## src/logic/rxerr_pkg.sv

```systemverilog
// Purpose: Shared constants and types for the receive error status flags
// Assumes: Avalon-MM register access, 32-bit data, byte addresses
// Notes:   Flags occupy bits 3..0 of the receive status word
package rxerr_pkg;

  localparam int unsigned ADDR_W        = 4;
  localparam int unsigned LEN_W         = 11;
  localparam int unsigned FREE_W        = 16;

  localparam logic [ADDR_W-1:0] OFF_STATUS  = 4'h0;
  localparam logic [ADDR_W-1:0] OFF_CONTROL = 4'h4;

  localparam int unsigned BIT_OVERFLOW  = 0;
  localparam int unsigned BIT_CRC       = 1;
  localparam int unsigned BIT_ALIGN     = 2;
  localparam int unsigned BIT_SHORT     = 3;

  localparam int unsigned CTL_SHORT_ACCEPT = 0;
  localparam int unsigned CTL_LOOPBACK     = 1;

  localparam logic [3:0]       FLAGS_RESET   = 4'h0;
  localparam logic [1:0]       CONTROL_RESET = 2'h0;
  localparam logic [LEN_W-1:0] MIN_FRAME_LEN = 11'h03C;
  localparam logic [LEN_W-1:0] SHORT_ACCEPT_LEN = 11'h006;
  localparam logic [2:0]       BYTE_BITS_MASK = 3'h7;

  typedef struct packed {
    logic             frame_start;
    logic             frame_end;
    logic [LEN_W-1:0] byte_count;
    logic [2:0]       extra_bits;
    logic             fcs_bad;
    logic             own_transmit_frame;
    logic [FREE_W-1:0] free_space;
  } rxerr_frame_t;

  typedef struct packed {
    logic short_frame_flag;
    logic alignment_error_flag;
    logic crc_error_flag;
    logic buffer_overflow_flag;
  } rxerr_flags_t;

endpackage

```

## src/logic/rxerr_judge.sv

```systemverilog
// Purpose: Classifies one finished frame into the four error events
// Assumes: Inputs valid on the frame_end cycle
// Notes:   Pure combinational; the top registers the result
`timescale 1ns/1ps
`default_nettype none
module rxerr_judge
  import rxerr_pkg::*;
(
  // Frame summary
  input  wire rxerr_frame_t frame,
  input  wire logic         short_accept,
  input  wire logic         loopback,
  // Classified events
  output logic              discard,
  output rxerr_flags_t      events
);

  logic [LEN_W-1:0] short_limit;

  always_comb begin
    short_limit = short_accept ? SHORT_ACCEPT_LEN : MIN_FRAME_LEN;
    discard     = {5'h00, frame.byte_count} > frame.free_space;
    events.short_frame_flag = (frame.byte_count <= short_limit) && !frame.own_transmit_frame;
    events.alignment_error_flag = frame.fcs_bad && ((frame.extra_bits & BYTE_BITS_MASK) != 3'h0);
    events.crc_error_flag = frame.fcs_bad && !frame.own_transmit_frame;
    events.buffer_overflow_flag = discard && !loopback;
  end

endmodule // rxerr_judge
`default_nettype wire

```

## src/logic/rxerr_status.sv

```systemverilog
// Purpose: Receive error status flags with Avalon-MM register access
// Assumes: Frame summary from the receive engine, synchronous to clock
// Notes:   One-wait-state slave; waitrequest low one cycle after request
//
// Operation
// - Short flag for frames up to 60 bytes
// - Short accept mode limits flag to 6 bytes
// - No short flag on own-transmit collision
// - Alignment flag: bad FCS, non-octet bit count
// - CRC flag on bad FCS, not own collision
// - Too large frame discarded, overflow flagged
// - Later fitting frame still stored normally
// - No overflow flag in loopback
// - Write one clears flag, zero keeps
// - New frame clears all four flags
`timescale 1ns/1ps
`default_nettype none
module rxerr_status
  import rxerr_pkg::*;
(
  // Clock and reset
  input  wire logic              clock,
  input  wire logic              rstn,
  // Avalon-MM slave
  input  wire logic [ADDR_W-1:0] avs_address,
  input  wire logic              avs_read,
  input  wire logic              avs_write,
  input  wire logic [31:0]       avs_writedata,
  input  wire logic [3:0]        avs_byteenable,
  output logic [31:0]            avs_readdata,
  output logic                   avs_waitrequest,
  output logic [1:0]             avs_response,
  // Receive engine
  input  wire rxerr_frame_t      frame,
  output logic                   frame_discard,
  // Flag view
  output rxerr_flags_t           flags
);

  logic         rst_meta_q;
  logic         rst_sync_q;
  logic         srst_n;
  rxerr_flags_t flags_q;
  rxerr_flags_t flags_d;
  rxerr_flags_t events;
  logic [1:0]   control_q;
  logic         discard;
  logic         wait_q;
  logic [31:0]  rdata_q;
  logic [1:0]   resp_q;
  logic         discard_q;
  logic         req;
  logic [3:0]   clear_mask;

  // Reset release through two flops
  always_ff @(posedge clock or negedge rstn) begin
    if (!rstn) begin
      rst_meta_q <= 1'b0;
      rst_sync_q <= 1'b0;
    end else begin
      rst_meta_q <= 1'b1;
      rst_sync_q <= rst_meta_q;
    end
  end
  assign srst_n = rst_sync_q;

  rxerr_judge u_judge (
    .frame        (frame),
    .short_accept (control_q[CTL_SHORT_ACCEPT]),
    .loopback     (control_q[CTL_LOOPBACK]),
    .discard      (discard),
    .events       (events)
  );

  assign req = (avs_read || avs_write) && wait_q;
  assign clear_mask = (req && avs_write && avs_address == OFF_STATUS && avs_byteenable[0])
                      ? avs_writedata[3:0] : 4'h0;

  // Priority: frame start clears, then host clears, then end-of-frame events set
  always_comb begin
    flags_d = flags_q;
    if (frame.frame_start) begin
      flags_d = FLAGS_RESET;
    end
    flags_d = rxerr_flags_t'(flags_d & ~clear_mask);
    if (frame.frame_end) begin
      flags_d = rxerr_flags_t'(flags_d | events);
    end
  end

  always_ff @(posedge clock or negedge srst_n) begin
    if (!srst_n) begin
      flags_q <= FLAGS_RESET;
    end else begin
      flags_q <= flags_d;
    end
  end

  // Control register: short accept and loopback
  always_ff @(posedge clock or negedge srst_n) begin
    if (!srst_n) begin
      control_q <= CONTROL_RESET;
    end else if (req && avs_write && avs_address == OFF_CONTROL && avs_byteenable[0]) begin
      control_q <= avs_writedata[1:0];
    end
  end

  // Discard decision registered for the buffer manager; fitting frames pass
  always_ff @(posedge clock or negedge srst_n) begin
    if (!srst_n) begin
      discard_q <= 1'b0;
    end else begin
      discard_q <= frame.frame_end && discard;
    end
  end

  // One-wait bus answer keeps every output registered, waitrequest included
  always_ff @(posedge clock or negedge srst_n) begin
    if (!srst_n) begin
      wait_q  <= 1'b1;
      rdata_q <= 32'h0000_0000;
      resp_q  <= 2'h0;
    end else begin
      wait_q <= !req;
      resp_q <= 2'h0;
      if (req) begin
        unique case (avs_address)
          OFF_STATUS:  rdata_q <= {28'h000_0000, flags_q};
          OFF_CONTROL: rdata_q <= {30'h0000_0000, control_q};
          default: begin
            rdata_q <= 32'h0000_0000;
            resp_q  <= 2'h2;
          end
        endcase
      end
    end
  end

  assign avs_waitrequest = wait_q;
  assign avs_readdata    = rdata_q;
  assign avs_response    = resp_q;
  assign frame_discard   = discard_q;
  assign flags           = flags_q;

endmodule // rxerr_status
`default_nettype wire

```

## config.mk

```make
export PLATFORM = sky130hd
export DESIGN_NAME = rxerr_status
export DESIGN_NICKNAME = d
export VERILOG_FILES = /design/src/logic/rxerr_pkg.sv /design/src/logic/rxerr_judge.sv /design/src/logic/rxerr_status.sv
export SDC_FILE = /design/constraint.sdc
export NUM_CORES = 1
export LEC_CHECK = 0
export BUFFER_PORTS_ARGS = -buffer_cell sky130_fd_sc_hd__buf_2
export CAP_MARGIN = 15
export CORE_ASPECT_RATIO = 0.9
export CORE_MARGIN = 2
export CORE_UTILIZATION = 40
export CTS_CLUSTER_SIZE = 30
export DETAILED_ROUTE_END_ITERATION = 10
export GPL_TIMING_DRIVEN = 1
export PLACE_DENSITY_LB_ADDON = 0.05
export SLEW_MARGIN = 40
export SYNTH_ARGS = -nofsm -noshare
export SYNTH_HDL_FRONTEND = slang
export SYNTH_SLANG_ARGS = --single-unit
```

## constraint.sdc

```tcl
create_clock -name clock -period 1.2 [get_ports clock]
set_clock_uncertainty 0.2 [all_clocks]
set_input_delay 0.12 -clock clock [delete_from_list [all_inputs] [get_ports clock]]
set_output_delay 0.12 -clock clock [all_outputs]
set_load 0.005 [all_outputs]
```

==> results.toml <==
[critical_path]
crit_type = "flop to flop"
cp-startpoint = "control_q[0]"
rr_startpoint = "control_q[0]"
startpoint_type = "flop"
r2r_setup_slack_ps = -480
required_ps = 1180
worstPathMaxFanout = 4
cp.arrival_ps = 1660
critical_path.endpoint_type = "flop"

[grt]
grt.total_usage_pct = 18.17
grt_max_degree = 14
grt_pass1_wl_microns = 5106
overflow = 0
grt_pass1_vias = 1253
antenna_found_initial = 0

[power]
pwr-share-seq_pct = 41.7
cellPowerDensity_nw_per_um2 = 718.8
p_sw_uw = 411.4
swShare_pct = 30.41
ir_worst_vdd_v = 0.0004902
finalPower_uw = 1353
p_clk_share_pct = 22.0
pwr-share-comb_pct = 36.3
cellLeakagePower_uw = 0.001052
p_int_uw = 941.3

[place]
pre_cts_ws_ps = -498.8
gp_congestion = 0.7685
port_buffers = 57
dp_hpwl_microns = 2428
placed_cells = 260

[floorplanning]
core_region_area_sq_um = 3019
start_util_pct = 41.32
die_x_microns = 62.87
rows = 19
die_h_microns = 56.98
dieArea_sq_um = 3582
io-pin-count = 118

[cts]
clock-sinks = 15
cts_tree = "done"
cts-hold-fix-buffers = 14
numCtsBuffers = 3
cts_max_level = 1
clock_path_buffers = 2
clkTransAtPathRegs_ps = 100
clock-root-buffer = "clkbuf_4"
clock_latency_ps = 280

[hold_path]
worstHoldStart = "avs_read"
hold_class = "input port to flop"

[synth]
synth_cell_types = 30
ys_warn_count = 0
syn_area_per_cell_sq_um = 8.723
synth.cell_area_sq_um = 1247
netlist_instances = 143
yosysSeqAreaShare_pct = 30.19
synth_seq_cells = 15

[timing]
min_period_ps = 1676
rsz0062_at_grt = "true"
min_period_over_period_pct = 139.7
finalHoldViolations = 4
finalSetupViolations = 11
max_freq_ghz = 0.5967
slew_violations = 0
hold_ws_ps = -30.01
finalWorstSetupSlack_ps = -476.0

[job]
maxCapViolations = 0

[finish]
final_cells = 280
drive_gt1_share_pct = 43.70
final_cell_mix = "buf_2, conb_1, buf_4"
diodes = 0
synthToLayoutAreaGrowth_pct = 50.85
fin_util_pct = 62.33
layout.nets = 332
layout_commonest_cell = "buf_2"

[routing]
drtIter0Drc = 19
drc = 0
num_vias = 1243
routed_via_density = 4.439
routedWlPerCell_microns = 10.73
ant_nets = 0
wirelength_microns = 3005
drt_pre_antenna_iters = 6

[status]
violations = "hold timing, setup timing"
status = "complete, but fails checks"
==> power groups by stage <==
stage               Clock (uW)  Sequential (uW)  Combinational (uW)
floorplan                    0              581                 246
global placement             0              572                 393
detailed placement           0              574                 407
CTS                        304              564                 483
global route               342              567                 554
finish                     298              564                 491
==> what timing repair did <==
item | in CTS | in global routing
gates resized for setup | 13 | 6
setup endpoints to repair | 11 | 13
endpoints found under the hold margin | 26 | 5
pin swaps | 8 | 9
setup buffers | 2 | 0
==> cells in the mapped netlist <==
cell type   n  share of area (%)
nand2b_1    2                1.0
nand4_1     2                1.0
a21oi_1     8                3.2
mux2_2      2                1.8
o21ai_1     1               0.40
inv_1      15                4.5
conb_1      2               0.60
or4b_2      1               0.80
o311ai_0    1               0.70
and2_1      1               0.50
o21bai_1    1               0.60
o21ai_0     8                3.2
o31ai_2     1                1.0
dfstp_2     1                2.1
dfrtp_1    14                 28
o21a_1      1               0.60
nand3b_1    3                1.8
nand3_1     2               0.80
or4_4       1               0.90
nand2_1    17                5.1
mux2i_1     2                1.6
nor3_1      2               0.80
a22oi_2     1                1.0
and3_1      1               0.50
buf_4      29                 17
nor4_1      2                1.0
a21o_1      1               0.60
nor2_1      5                1.5
ha_1       15                 15
nor4_4      1                1.7
==> through the flow <==
step	setup TNS [ps]	instance area [sq um]	hold WS [ps]
finish	-1863	1882	-30.01
global placement	-2212	1639	-294.7
floorplan	-1653	1376	-375.6
global route	-2328	1882	-54.14
CTS	-1860	1867	-46.91
detailed placement	-2446	1639	-291.3
==> cell type report <==
| class | instances | area [sq um] |
|---|---|---|
| clock buffers | 4 | 26.28 |
| fillers | 292 | 1137 |
| inverters | 15 | 56.30 |
| multi-input cells | 112 | 763.2 |
| flip-flops and latches | 15 | 376.6 |
| well taps | 42 | 52.55 |
| repair buffers | 92 | 606.8 |
==> state kept, by name, indices dropped and copies added (netlist names) <==
signal / flops
avs_response: 1
avs_readdata: 4
control_q: 2
rst_meta_q: 1
avs_waitrequest: 1
rst_sync_q: 1
flags: 4
frame_discard: 1
==> worst max-delay path: stages, from the launching register on <==
cell and delay (ps):
dfrtp_1 420, ha_1 300, nand2_2 60, o21bai_1 140, a21oi_1 90, o311ai_1 260
nand2_1 90
==> kinds of logic (layout without fill, tap and decap cells) <==
kind of cell               count (synthesis)  after routing  synth area share, %
adders and majority gates                 15             15                15.05
other                                      2             30               0.6020
and+or+nand+nor                           40             40                17.45
DFF                                       15             15                30.19
muxes                                      4              4                3.410
AOI/OAI and AO/OA                         23             23                11.33
buffers and inverters                     44            111                21.97
==> final timing paths <==
kind | endpoint | depth (start not counted)
max | flags[3] | 6
min | avs_waitrequest | 3
max reg2reg | flags[3] | 6
min reg2reg | rst_sync_q | 0
max in group asynchronous | avs_waitrequest | 2
min in group asynchronous | rst_meta_q | 3
==> per-layer routing <==
metal | vias up | global-route usage [%] | share of wire [%]
met4 | 0 | 6.349 | 1.6
met3 | 4 | 4.734 | 6.2
met5 | - | 0 | 0
met2 | 52 | 33.28 | 52
li1 | 616 | - | -
met1 | 571 | 20.55 | 40
Power figures use the tool's default switching activity.
